## src/core/bms_defs.svh

```systemverilog
`ifndef BMSEL_DEFS_SVH
`define BMSEL_DEFS_SVH
// ************************
// boot mode constants
// ************************
`define BMSEL_EPROM_WIDTH 8
`define BMSEL_RESET_VECTOR 24'h020004
`define BMSEL_VEC_W 24
`define BMSEL_SYNC_STAGES 2
`define BMSEL_SETTLE_CNT 2'h2
`endif

```

## src/core/bms_pkg.sv

```systemverilog
package bmsel_pkg;
    typedef enum logic [1:0] {
        MODE_EPROM,
        MODE_HOST,
        MODE_NOBOOT
    } bmsel_mode_t;
    typedef enum logic [1:0] {
        ST_RESET,
        ST_LOAD,
        ST_RUN
    } bmsel_state_t;
endpackage : bmsel_pkg

```

## src/core/bms_boot_select.sv

```systemverilog
`timescale 1ns/1ps
`include "bms_defs.svh"
module bmsel_boot_select
    import bmsel_pkg::*;
#(
    parameter int VEC_W = `BMSEL_VEC_W,
    parameter logic [VEC_W-1:0] RESET_VECTOR = `BMSEL_RESET_VECTOR
) (
    input wire logic mclk,
    input wire logic nrst,
    input wire logic ce,
    input wire logic boot_source_select,
    input wire logic boot_memory_strobe_i,
    output logic boot_memory_strobe_o,
    output logic boot_memory_strobe_oe_n,
    input wire logic host_width_bit,
    input wire logic bus_master,
    input wire logic eprom_cs_req,
    input wire logic boot_done,
    output bmsel_mode_t boot_mode,
    output logic boot_eprom,
    output logic boot_host,
    output logic boot_none,
    output logic host_wide,
    output logic loading,
    output logic run,
    output logic [VEC_W-1:0] start_pc
);
    // ************************
    // strap synchronisers
    // ************************
    // board pins: two flops each before any logic reads them
    logic [3:0] pin_raw;
    logic [3:0] pin_s;
    logic src_sel_s;
    logic strobe_s;
    logic width_s;
    logic master_s;
    assign pin_raw = {bus_master, host_width_bit, boot_memory_strobe_i, boot_source_select};
    generate
        for (genvar i = 0; i < 4; i++) begin : g_sync
            bmsel_sync u_sync (
                .mclk(mclk),
                .nrst(nrst),
                .ce(ce),
                .d(pin_raw[i]),
                .q(pin_s[i])
            );
        end
    endgenerate
    assign src_sel_s = pin_s[0];
    assign strobe_s = pin_s[1];
    assign width_s = pin_s[2];
    assign master_s = pin_s[3];

    // ************************
    // sequencing
    // ************************
    bmsel_state_t state_r;
    logic [1:0] settle_r;
    logic latch_now;
    // straps caught a few clocks after release, once synchronisers are full
    assign latch_now = ce && (state_r == ST_RESET) && (settle_r == `BMSEL_SETTLE_CNT);
    always_ff @(posedge mclk or negedge nrst) begin
        if (!nrst) begin
            state_r <= ST_RESET;
            settle_r <= 2'h0;
        end else if (ce) begin
            unique case (state_r)
                ST_RESET: begin
                    if (settle_r == `BMSEL_SETTLE_CNT) begin
                        state_r <= (src_sel_s || strobe_s) ? ST_LOAD : ST_RUN;
                    end else begin
                        settle_r <= settle_r + 2'h1;
                    end
                end
                ST_LOAD: begin
                    if (boot_done) begin
                        state_r <= ST_RUN;
                    end
                end
                ST_RUN: begin
                    state_r <= ST_RUN;
                end
            endcase
        end
    end

    // ************************
    // mode latch
    // ************************
    // a flop cannot take a pin under async reset, so latch just after release
    always_ff @(posedge mclk or negedge nrst) begin
        if (!nrst) begin
            boot_mode <= MODE_NOBOOT;
            host_wide <= 1'b0;
        end else if (latch_now) begin
            // later strap changes are ignored on purpose
            if (src_sel_s) begin
                boot_mode <= MODE_EPROM;
            end else if (strobe_s) begin
                boot_mode <= MODE_HOST;
            end else begin
                boot_mode <= MODE_NOBOOT;
            end
            host_wide <= width_s;
        end
    end

    // ************************
    // start address
    // ************************
    always_ff @(posedge mclk or negedge nrst) begin
        if (!nrst) begin
            start_pc <= '0;
        end else if (ce && state_r == ST_RESET) begin
            start_pc <= RESET_VECTOR;
        end
    end

    // ************************
    // decoded mode
    // ************************
    // decodes stay low until the straps are latched
    always_comb begin
        boot_eprom = (boot_mode == MODE_EPROM) && state_r != ST_RESET;
        boot_host = (boot_mode == MODE_HOST) && state_r != ST_RESET;
        boot_none = (boot_mode == MODE_NOBOOT) && state_r != ST_RESET;
        loading = (state_r == ST_LOAD);
        run = (state_r == ST_RUN);
    end

    // ************************
    // strobe pin drive
    // ************************
    logic drive_r;
    // drive follows synced master a clock late, a short overlap on hand-over
    always_ff @(posedge mclk or negedge nrst) begin
        if (!nrst) begin
            drive_r <= 1'b0;
            boot_memory_strobe_o <= 1'b1;
        end else if (ce) begin
            drive_r <= boot_eprom && master_s;
            boot_memory_strobe_o <= ~(eprom_cs_req && loading);
        end
    end
    assign boot_memory_strobe_oe_n = ~drive_r;
endmodule : bmsel_boot_select

```

## src/core/bms_sync.sv

```systemverilog
`timescale 1ns/1ps
// two-flop synchroniser for pin inputs
module bmsel_sync (
    input wire logic mclk,
    input wire logic nrst,
    input wire logic ce,
    input wire logic d,
    output logic q
);
    logic meta_r;
    always_ff @(posedge mclk or negedge nrst) begin
        if (!nrst) begin
            meta_r <= 1'b0;
            q <= 1'b0;
        end else if (ce) begin
            meta_r <= d;
            q <= meta_r;
        end
    end
endmodule : bmsel_sync
```

## config.mk

```make
export PLATFORM = sky130hd
export DESIGN_NAME = bmsel_boot_select
export DESIGN_NICKNAME = d
export VERILOG_FILES = /design/src/core/bms_pkg.sv /design/src/core/bms_boot_select.sv /design/src/core/bms_sync.sv
export VERILOG_INCLUDE_DIRS = /design/src /design/src/core
export SDC_FILE = /design/constraint.sdc
export NUM_CORES = 1
export LEC_CHECK = 0
export BUFFER_PORTS_ARGS = -buffer_cell sky130_fd_sc_hd__buf_2
export CAP_MARGIN = 20
export CORE_UTILIZATION = 40
export CTS_CLUSTER_DIAMETER = 40
export DETAILED_ROUTE_END_ITERATION = 16
export GPL_ROUTABILITY_DRIVEN = 0
export HOLD_SLACK_MARGIN = 0.02
export PLACE_DENSITY_LB_ADDON = 0.05
export SLEW_MARGIN = 20
export SYNTH_ARGS = -nofsm -noshare
export SYNTH_HDL_FRONTEND = slang
export SYNTH_SLANG_ARGS = --single-unit
```

## constraint.sdc

```tcl
create_clock -name mclk -period 3.18 [get_ports mclk]
set_input_delay 0.159 -clock mclk [delete_from_list [all_inputs] [get_ports mclk]]
set_output_delay 0.159 -clock mclk [all_outputs]
set_load 0.01 [all_outputs]
```

---- Word-level counts from Yosys, hierarchy flattened ----
Cells that the tools add are included.
word-level totals
  input port bits ......................... 9
  ROM bits ................................ 0
  memories ................................ 0
  bits in latches ......................... 0
  RAM bits ................................ 0
  register bits ........................... 18
  word-level logic and storage cells ...... 45
operators by class
  add/subtract/negate cells ............... 1
  equal/unequal tests ..................... 7
  muxes and demuxes ....................... 6
  shifts and indexed selects .............. 0
  bitwise gates (word level) .............. 3
  div/mod/pow operators ................... 0
  $lt $le $gt $ge ......................... 0
  multiply operators ...................... 0
  reduce and logical (&&, ||, !) cells .... 13
operators with widths
  operator             count
  $mux 2               5
  $logic_and 1x1->1    7
  $eq 2x2->1 const B   3
  $pmux 2 s3           1
  $reduce_and 3->1     2
  $eq 2x1->1 const B   2
  $logic_not 2->1      2
  $not 1->1            3
  $add 2x1->2 const B  1
  $ne 2x1->1 const B   1
  $ne 2x2->1 const B   1
  $reduce_bool 2->1    1
  $logic_or 1x1->1     1

---- Logic depth before layout (Yosys ltp) ----
Gate-level depths: netlist of run 1.
  depth after elaboration ................. 4
  gate-level depth with buffers ........... 5
  mapped depth without buffers ............ 5

---- Cells and area by module ----
From an unflattened synthesis of run 1, not the netlist that was laid out.
unflattened totals
  cells, all modules ...................... 85
  area, all modules ....................... 991.0 µm²
modules (own cells, without submodules)
  module             times used  seq. area each (µm²)  area each (µm²)  cells an instance
  bmsel_boot_select  1           252.7                 700.7            69
  bmsel_sync         4           50.0                  72.6             4

---- Worst setup path before layout of run 1 ----
No wires, ideal clock.
  path type ............................... reg2reg
  from .................................... register state_r[1]
  to ...................................... register state_r[0]
  setup slack ............................. 1.816 ns
  data arrival time ....................... 1.239 ns
  library setup time ...................... 0.125 ns
  stages on the path, launching flop included .. 6
  cells stage by stage .................... dfrtp_1 -> inv_1 -> ha_1 -> inv_1 -> o221ai_2 -> mux2_4
on the way
  longest elaborated chain between the ends .. 3
RTL lines
  item                               RTL line               source
  start: declaration                 bms_boot_select.sv:59  bmsel_state_t state_r;
  start signal: assignment           bms_boot_select.sv:72  state_r <= (src_sel_s || strobe_s) ? ST_LOAD : ST_RUN;
  $eq 2x1->1 (*)                     n/a
  via loading                        bms_boot_select.sv:25  output logic loading,
  $ne 2x2->1 (no source line)        n/a
  $reduce_and 3->1 (no source line)  n/a
The timed path passes the listed nets; every way through them passes the cells marked *.
A chain may end at the register's enable or synchronous reset.

---- Worst setup path in the final report of run 1 ----
  from .................................... register state_r[0]
  to ...................................... output port boot_host
on the way
  longest elaborated chain between the ends .. 2
RTL lines
  item               RTL line                source
  $reduce_bool 2->1  bms_boot_select.sv:127  boot_host = (boot_mode == MODE_HOST) && state_r != ST_RESET;
  $logic_and 1x1->1  bms_boot_select.sv:127
  end: declaration   bms_boot_select.sv:22   output logic boot_host,
No other way between the ends.

==> impl_metrics.env, run 1 <==
export IMPL_initial_core_util=0.441
export IMPL_ys_flop_type="dfrtp_1"
export IMPL_hold_buffers=2
export IMPL_startpoint="state_r[0]"
export IMPL_finalSetupTns_ns=0
export IMPL_timing_rr_start="state_r[0]"
export IMPL_p_leak_nw=0.553
export IMPL_synth_warnings=0
export IMPL_antenna_found_initial=0
export IMPL_wl_um=1490
export IMPL_post_route_min_period_ns=1.62
export IMPL_slew_violations=0
export IMPL_syn_area_per_cell_um2=11.8
export IMPL_boundaryPins=43
export IMPL_cp_max_fo=4
export IMPL_critPathTopFamily="flip-flops"
export IMPL_cap_viol_max_count=0
export IMPL_avgViaCountPerCell=4.40
export IMPL_worstPathArrival_ns=1.46
export IMPL_synthesis_area_um2=1010
export IMPL_skew_ns=0.00828
export IMPL_hp_start="bus_master"
export IMPL_grt_max_degree=19
export IMPL_core_area_um2=2300
export IMPL_synth_edf_count=0
export IMPL_ant_nets=0
export IMPL_cts_resized=0
export IMPL_slowest_delay_ns=0.40
export IMPL_rows=17
export IMPL_endpoint_kind="output port"
export IMPL_grt_overflow=0
export IMPL_post_drt_wl_per_cell_um=11.0
export IMPL_clk_pin_slew_ns=0.11
export IMPL_cts_tree="done"
export IMPL_synth_distinct_cells=25
export IMPL_status="complete, no violations"
export IMPL_drc=0
export IMPL_drt_pass1_iter_count=2
export IMPL_port_buffers=20
export IMPL_crit_required_ns=3.02
export IMPL_finalHoldViolCount=0
export IMPL_cts_buffers=3
export IMPL_grt_pass1_wl_um=2400
export IMPL_worstHoldPathType="input pin to register"
export IMPL_path_buf_inv=2
export IMPL_grt_total_usage=0.126
export IMPL_yosysSeqAreaShare=0.447
export IMPL_fmax_ghz=0.619
export IMPL_seq_area_um2=453
export IMPL_fillers=228
export IMPL_htree_levels=1
export IMPL_synthArstFlopShare=1.00
export IMPL_utilization=0.469
export IMPL_insertion_delay_ns=0.30
export IMPL_synth_cells=86
export IMPL_ir_drop_v=0.000289
export IMPL_hold_ws_ns=0.0899
export IMPL_crit_chain="inv_1 -> ha_1 -> nor3b_1 -> buf_2"
export IMPL_postCtsSetupBuffers=0
export IMPL_drt_iter0_markers=5
export IMPL_ys_ff_latch=18
export IMPL_clock_path_buffers=2
export IMPL_die_h_um=52.3
export IMPL_dieArea_um2=2740
export IMPL_drive_gt1_frac=0.370
export IMPL_n_antenna_cell=0
export IMPL_period_share=0.508
export IMPL_power_density_nw_per_um2=411
export IMPL_dp_hpwl_um=1140
export IMPL_syn2layout_area_growth_pct=6.55
export IMPL_ff2ff_setup_slack_ns=1.72
export IMPL_finalPower_mw=0.443
export IMPL_cts_root_buffer="clkbuf_4"
export IMPL_path_class="register to output port"
export IMPL_rsz0062_at_grt="no"
export IMPL_multi_input_area_um2=412
export IMPL_vias=598
export IMPL_die_width_um=52.3
export IMPL_nNetsFinal=123
export IMPL_crit_path_top_delay_cell="dfrtp_1"
export IMPL_cp_start_kind="register"
export IMPL_cts_sink_count=18
export IMPL_first_global_vias=513
export IMPL_setup_violations=0
## final cells by class
| type | instances | area share |
|---|---|---|
| Multi-Input combinational cell | 58 | 0.382 |
| Sequential cell | 18 | 0.420 |
| Tap cell | 28 | 0.0325 |
| Clock buffer | 4 | 0.0336 |
| Timing Repair Buffer | 22 | 0.111 |
| Inverter | 6 | 0.0209 |
## worst paths after layout
path | to | depth (start not counted)
max | boot_host | 4
min | g_sync[3].u_sync.meta_r | 2
max reg2reg | state_r[0] | 5
min reg2reg | start_pc[2] | 1
max in group asynchronous | boot_mode[1] | 2
min in group asynchronous | drive_r | 2
## sequential cells by signal (all words and copies together), names as in the netlist
signal                cells
boot_memory_strobe_o      1
start_pc                  1
state_r                   2
drive_r                   1
boot_mode                 2
g_sync.u_sync.meta_r      4
settle_r                  2
host_wide                 1
g_sync.u_sync.q           4
## cells in the final DEF, fill, tap and decap left out, drive strengths merged
| cell type | instances |
|---|---|
| a21o | 1 |
| a31oi | 1 |
| buf | 20 |
| clkbuf | 4 |
| conb | 22 |
| dfrtp | 16 |
| dfstp | 2 |
| dlygate4sd3 | 2 |
| ha | 5 |
| inv | 6 |
| mux2 | 11 |
| mux2i | 1 |
| nand2 | 2 |
| nand2b | 1 |
| nand3 | 2 |
| nand3b | 1 |
| nor2 | 3 |
| nor3 | 1 |
| nor3b | 2 |
| o21ai | 3 |
| o221ai | 1 |
| xnor2 | 1 |
## logic make-up after synthesis
kind of cell	Yosys count	share of synthesized area
AO/OA/AOI/OAI	6	0.0445
XOR/XNOR	1	0.00865
adder cells (fa/ha/maj)	5	0.0618
buffers and inverters	31	0.224
flip-flops	18	0.447
multiplexers	12	0.136
other	1	0.00370
AND/OR/NAND/NOR	12	0.0742
## synthesized netlist by cell type, types with 2 or more instances
| master | n | area share |
|---|---|---|
| buf_4 | 23 | 0.17 |
| dfrtp_1 | 16 | 0.40 |
| dfstp_2 | 2 | 0.052 |
| ha_1 | 5 | 0.062 |
| inv_1 | 6 | 0.022 |
| mux2_2 | 10 | 0.11 |
| nand2_1 | 2 | 0.0074 |
| nor2_1 | 3 | 0.011 |
| nor3b_1 | 2 | 0.015 |
| o21ai_0 | 2 | 0.0099 |
## stage by stage
| step | area, µm² | setup WS [ns] | cells |
|---|---|---|---|
| detailed placement | 1020 | 1.73 | 130 |
| global placement | 1020 | 1.78 | 130 |
| floorplan | 1090 | 1.82 | 107 |
| CTS | 1080 | 1.56 | 136 |
| finish | 1080 | 1.56 | 136 |
| global route | 1080 | 1.43 | 136 |
## layer usage
layer | GRT usage | wire length [µm]
met5 | 0 | 0
met4 | 0.0263 | 0
met3 | 0.0638 | 114
met2 | 0.190 | 727
met1 | 0.159 | 651
## report_power, final
part	internal (mW)	switching, mW
logic	0.0203	0.0292
clock network	0.0698	0.0726
registers	0.243	0.00738
## worst reg2reg max path, cell delays in order, from the launching register on
cell and delay (ns):
dfrtp_1 0.42, inv_1 0.12, ha_1 0.20, inv_1 0.06, o221ai_2 0.24, mux2_4 0.32
No activity file was read; power rests on OpenSTA's default activity.
==> run 2, diff against run 1 <==
==> constraint.sdc (replaced) <==
create_clock -name mclk -period 1.61 [get_ports mclk]
set_input_delay 0.0805 -clock mclk [delete_from_list [all_inputs] [get_ports mclk]]
set_output_delay 0.0805 -clock mclk [all_outputs]
set_load 0.01 [all_outputs]
==> run 2 against run 1 <==
Worst setup slack got worse by 1.4 ns. Combinational power increased by 110%. Global-route usage increased by 0.74 points. Hold slack improved by 0.074 ns. Wire length increased by 2.1%. Sequential cell count unchanged. Clock-buffer cell count unchanged. Die area unchanged. Final area increased by 4.4%. Highest routed layer is now met4. Critical endpoint is now state_r[0]. Clock skew increased by 0.0015 ns. First-iteration DRC count decreased by 80%.
==> impl_metrics.env, run 2 (synthesis gave the netlist of run 1 again) <==
export IMPL_status="complete, no violations"
export IMPL_post_route_min_period_ns=1.48
export IMPL_cp_max_fo=3
export IMPL_crit_path_top_delay_cell="dfrtp_1"
export IMPL_dieArea_um2=2740
export IMPL_drt_pass1_iter_count=3
export IMPL_first_global_vias=545
export IMPL_critPathTopFamily="flip-flops"
export IMPL_final_cell_mix="conb_1, buf_2, dfrtp_1, mux2_2"
export IMPL_grt_overflow=0
export IMPL_wl_um=1520
export IMPL_cts_tree="done"
export IMPL_layout_commonest_cell="conb_1"
export IMPL_insertion_delay_ns=0.30
export IMPL_finalSetupTns_ns=0
export IMPL_clock_path_buffers=2
export IMPL_skew_ns=0.00982
export IMPL_crit_top_cell="inv_1"
export IMPL_core_area_um2=2300
export IMPL_endpoint_kind="register"
export IMPL_htree_levels=1
export IMPL_rows=17
export IMPL_period_share=0.919
export IMPL_dpl_cell_area_um2=1020
export IMPL_rsz0062_at_grt="no"
export IMPL_hold_ws_ns=0.163
export IMPL_nNetsFinal=127
export IMPL_drc=0
export IMPL_crit_required_ns=1.81
export IMPL_finalHoldViolCount=0
export IMPL_die_h_um=52.3
export IMPL_p_leak_nw=0.569
export IMPL_path_buf_inv=2
export IMPL_grt_total_usage=0.133
export IMPL_syn2layout_area_growth_pct=11.2
export IMPL_dpl_worst_slack_ns=0.164
export IMPL_drive_gt1_frac=0.375
export IMPL_ir_drop_v=0.000583
export IMPL_reg_largest_list="g_sync.u_sync.meta_r x4, g_sync.u_sync.q x4"
export IMPL_boundaryPins=43
export IMPL_grt_pass1_wl_um=2540
export IMPL_slew_violations=0
export IMPL_clk_pin_slew_ns=0.11
export IMPL_initial_core_util=0.441
export IMPL_utilization=0.490
export IMPL_avgViaCountPerCell=4.26
export IMPL_setup_violations=0
export IMPL_crit_chain="inv_1 -> ha_1 -> inv_1 -> o221ai_2 -> mux2_4"
export IMPL_power_density_nw_per_um2=783
export IMPL_cts_root_buffer="clkbuf_4"
export IMPL_cts_sink_count=18
export IMPL_path_class="register to register"
export IMPL_worstPathArrival_ns=1.68
export IMPL_instances_no_fill=140
export IMPL_final_cell_area_um2=1130
export IMPL_drt_iter0_markers=1
export IMPL_grt_max_degree=19
export IMPL_cp_start_kind="register"
export IMPL_dp_hpwl_um=1140
export IMPL_post_drt_wl_per_cell_um=10.9
export IMPL_n_antenna_cell=0
export IMPL_fmax_ghz=0.676
export IMPL_die_width_um=52.3
export IMPL_fillers=228
export IMPL_finalPower_mw=0.882
export IMPL_slowest_delay_ns=0.42
export IMPL_fin_ws_ns=0.130
export IMPL_worstHoldPathType="input pin to register"
export IMPL_port_buffers=20
export IMPL_antenna_found_initial=0
export IMPL_dp_cells=130
export IMPL_cap_viol_max_count=0
export IMPL_ant_nets=0
export IMPL_vias=597
export IMPL_cts_buffers=3
run 2: layout make-up:
| type | instances | area (µm²) | area share |
|---|---|---|---|
| tap | 28 | 35.0 | 0.0311 |
| multi-input combinational | 58 | 419 | 0.372 |
| inverter | 6 | 22.5 | 0.0200 |
| sequential | 18 | 453 | 0.402 |
| timing repair buffer | 26 | 160 | 0.142 |
| clock buffer | 4 | 36.3 | 0.0322 |
run 2: power breakdown:
| group | switching, mW | total [mW] | leakage [nW] | internal (mW) |
|---|---|---|---|---|
| logic | 0.0586 | 0.105 | 0.329 | 0.0464 |
| clock network | 0.145 | 0.282 | 0.0210 | 0.138 |
| registers | 0.0140 | 0.495 | 0.219 | 0.481 |
run 2: metal layers:
metal,global-route usage,part of all wire
met4,0.0526,0.010
met3,0.0609,0.072
met2,0.209,0.47
met1,0.156,0.44
met5,0,0
run 2: final timing paths:
kind | start | endpoint | slack, ns | cells after the start
max in group asynchronous | nrst | boot_mode[1] | 1.05 | 2
hold / removal | boot_done | state_r[1] | 0.16 | 3
hold reg to reg | start_pc[2] | start_pc[2] | 0.48 | 1
setup reg to reg | state_r[0] | state_r[0] | 0.13 | 5
setup / recovery | state_r[0] | state_r[0] | 0.13 | 5
min in group asynchronous | nrst | g_sync[3].u_sync.q | 0.22 | 2
run 2: worst reg2reg max path, stage by stage, from the launching register on:
cell and delay, ns:
dfrtp_1 0.42, inv_1 0.11, ha_1 0.21, inv_1 0.07
o221ai_2 0.24, mux2_4 0.32
run 2: timing repair:
action	CTS	global route
gates resized for setup	0	2
buffers inserted	0	0
endpoints found under the hold margin	23	0
hold buffers	6	0
setup endpoints to repair	0	3
==> run 3, diff against run 2 <==
--- a/config.mk
+++ b/config.mk
@@ -13,7 +13,7 @@
 export DETAILED_ROUTE_END_ITERATION = 16
 export GPL_ROUTABILITY_DRIVEN = 0
 export HOLD_SLACK_MARGIN = 0.02
-export PLACE_DENSITY_LB_ADDON = 0.05
+export PLACE_DENSITY_LB_ADDON = 0.08
 export SLEW_MARGIN = 20
 export SYNTH_ARGS = -nofsm -noshare
 export SYNTH_HDL_FRONTEND = slang
==> run 3 against run 2 <==
Non-clock buffer count is the same. Global-route usage shrank 0.97 points. Sequential cell count is the same. Final area grew 0.44%. Critical path depth is the same. Largest power group unchanged.
==> impl_metrics.env, run 3 (synthesis gave the netlist of run 1 again) <==
export IMPL_post_route_min_period_ns=1.48
export IMPL_syn2layout_area_growth_pct=11.7
export IMPL_n_antenna_cell=0
export IMPL_cts_buffers=3
export IMPL_nNetsFinal=127
export IMPL_avgViaCountPerCell=4.18
export IMPL_vias=585
export IMPL_slew_violations=0
export IMPL_crit_chain="inv_1 -> ha_1 -> inv_1 -> o221ai_2 -> mux2_4"
export IMPL_power_density_nw_per_um2=774
export IMPL_skew_ns=0.00805
export IMPL_dpl_worst_slack_ns=0.169
export IMPL_drt_pass1_iter_count=1
export IMPL_final_cell_mix="conb_1, buf_2, dfrtp_1, mux2_2"
export IMPL_min_to="state_r[1]"
export IMPL_endpoint_kind="register"
export IMPL_cts_sink_count=18
export IMPL_path_class="register to register"
export IMPL_finalSetupTns_ns=0
export IMPL_cap_viol_max_count=0
export IMPL_grt_overflow=0
export IMPL_dieArea_um2=2740
export IMPL_finalPower_mw=0.875
export IMPL_wl_um=1510
export IMPL_ff2ff_setup_slack_ns=0.13
export IMPL_worstHoldPathType="input pin to register"
export IMPL_status="complete, no violations"
export IMPL_antenna_found_initial=0
export IMPL_dp_cells=130
export IMPL_r2r_cells=5
export IMPL_rsz0062_at_grt="no"
export IMPL_crit_path_top_delay_cell="dfrtp_1"
export IMPL_first_global_vias=560
export IMPL_dpl_cell_area_um2=1020
export IMPL_boundaryPins=43
export IMPL_instances_no_fill=140
export IMPL_die_width_um=52.3
export IMPL_fmax_ghz=0.677
export IMPL_r2r_end="state_r[0]"
export IMPL_grt_max_degree=19
export IMPL_cp_start_kind="register"
export IMPL_slowest_delay_ns=0.42
export IMPL_rows=17
export IMPL_drive_gt1_frac=0.384
export IMPL_clock_path_buffers=2
export IMPL_insertion_delay_ns=0.29
export IMPL_utilization=0.492
export IMPL_layout_commonest_cell="conb_1"
export IMPL_htree_levels=1
export IMPL_drc=0
export IMPL_die_h_um=52.3
export IMPL_grt_total_usage=0.123
export IMPL_crit_required_ns=1.80
export IMPL_worstPathArrival_ns=1.67
export IMPL_grt_pass1_wl_um=2400
export IMPL_port_buffers=20
export IMPL_drt_iter0_markers=0
export IMPL_finalHoldViolCount=0
export IMPL_core_area_um2=2300
export IMPL_cp_max_fo=3
export IMPL_cts_tree="done"
export IMPL_reg_largest_list="g_sync.u_sync.meta_r x4, g_sync.u_sync.q x4"
export IMPL_timing_rr_start="state_r[0]"
export IMPL_cts_root_buffer="clkbuf_4"
export IMPL_p_leak_nw=0.574
export IMPL_ir_drop_v=0.000543
export IMPL_clk_pin_slew_ns=0.10
export IMPL_fin_ws_ns=0.132
export IMPL_post_drt_wl_per_cell_um=10.8
export IMPL_crit_top_cell="inv_1"
export IMPL_min_delay_path_depth=3
export IMPL_dp_hpwl_um=1110
export IMPL_setup_violations=0
export IMPL_initial_core_util=0.441
export IMPL_hp_start="boot_done"
export IMPL_hold_ws_ns=0.168
export IMPL_period_share=0.918
export IMPL_ant_nets=0
export IMPL_final_cell_area_um2=1130
[run 3: cell counts in the layout (fill, tap and decap cells not counted)]
Identical to the previous run, type by type.
[run 3: how the worst max path moves through the flow]
stage / start / endpoint / slack (ns)
after floorplan: state_r[1] / state_r[0] / 0.25
after global placement: state_r[0] / state_r[0] / 0.22
after detailed placement: state_r[0] / state_r[0] / 0.17
after CTS: state_r[0] / boot_host / 0.09
after global routing: state_r[1] / state_r[0] / 0.03
final: state_r[0] / state_r[0] / 0.13
[run 3: layout make-up]
type / instances / area (µm²)
Multi-Input combinational cell: 58 / 424
Fill cell: 227 / 1170
Tap cell: 28 / 35.0
Inverter: 6 / 22.5
Clock buffer: 4 / 36.3
Timing Repair Buffer: 26 / 160
Sequential cell: 18 / 453
[run 3: metal layers]
layer	vias up	track usage	routed length [µm]
met1	268	0.131	626
met2	23	0.205	766
met4	0	0.0658	36
met3	7	0.0522	77
li1	287	-	-
met5	-	0	0
[run 3: timing repair]
item,in CTS,in global routing
setup buffers,0,0
endpoints found under the setup margin,0,2
hold endpoints to repair,21,0
resized for setup,0,3
hold buffers,6,0
[run 3: where the power goes]
part / leakage (nW) / internal (mW) / total [mW] / switching, mW
Clock: 0.0210 / 0.138 / 0.275 / 0.138
Combinational: 0.334 / 0.0464 / 0.105 / 0.0585
Sequential: 0.219 / 0.481 / 0.495 / 0.0142
[run 3: worst max-delay path, delay by kind of cell, from the launching register on]
kind	cells	cell delay, ns
buffers and inverters	2	0.18
flip-flops	1	0.42
adder cells (fa/ha/maj)	1	0.21
multiplexers	1	0.32
AO/OA/AOI/OAI	1	0.25
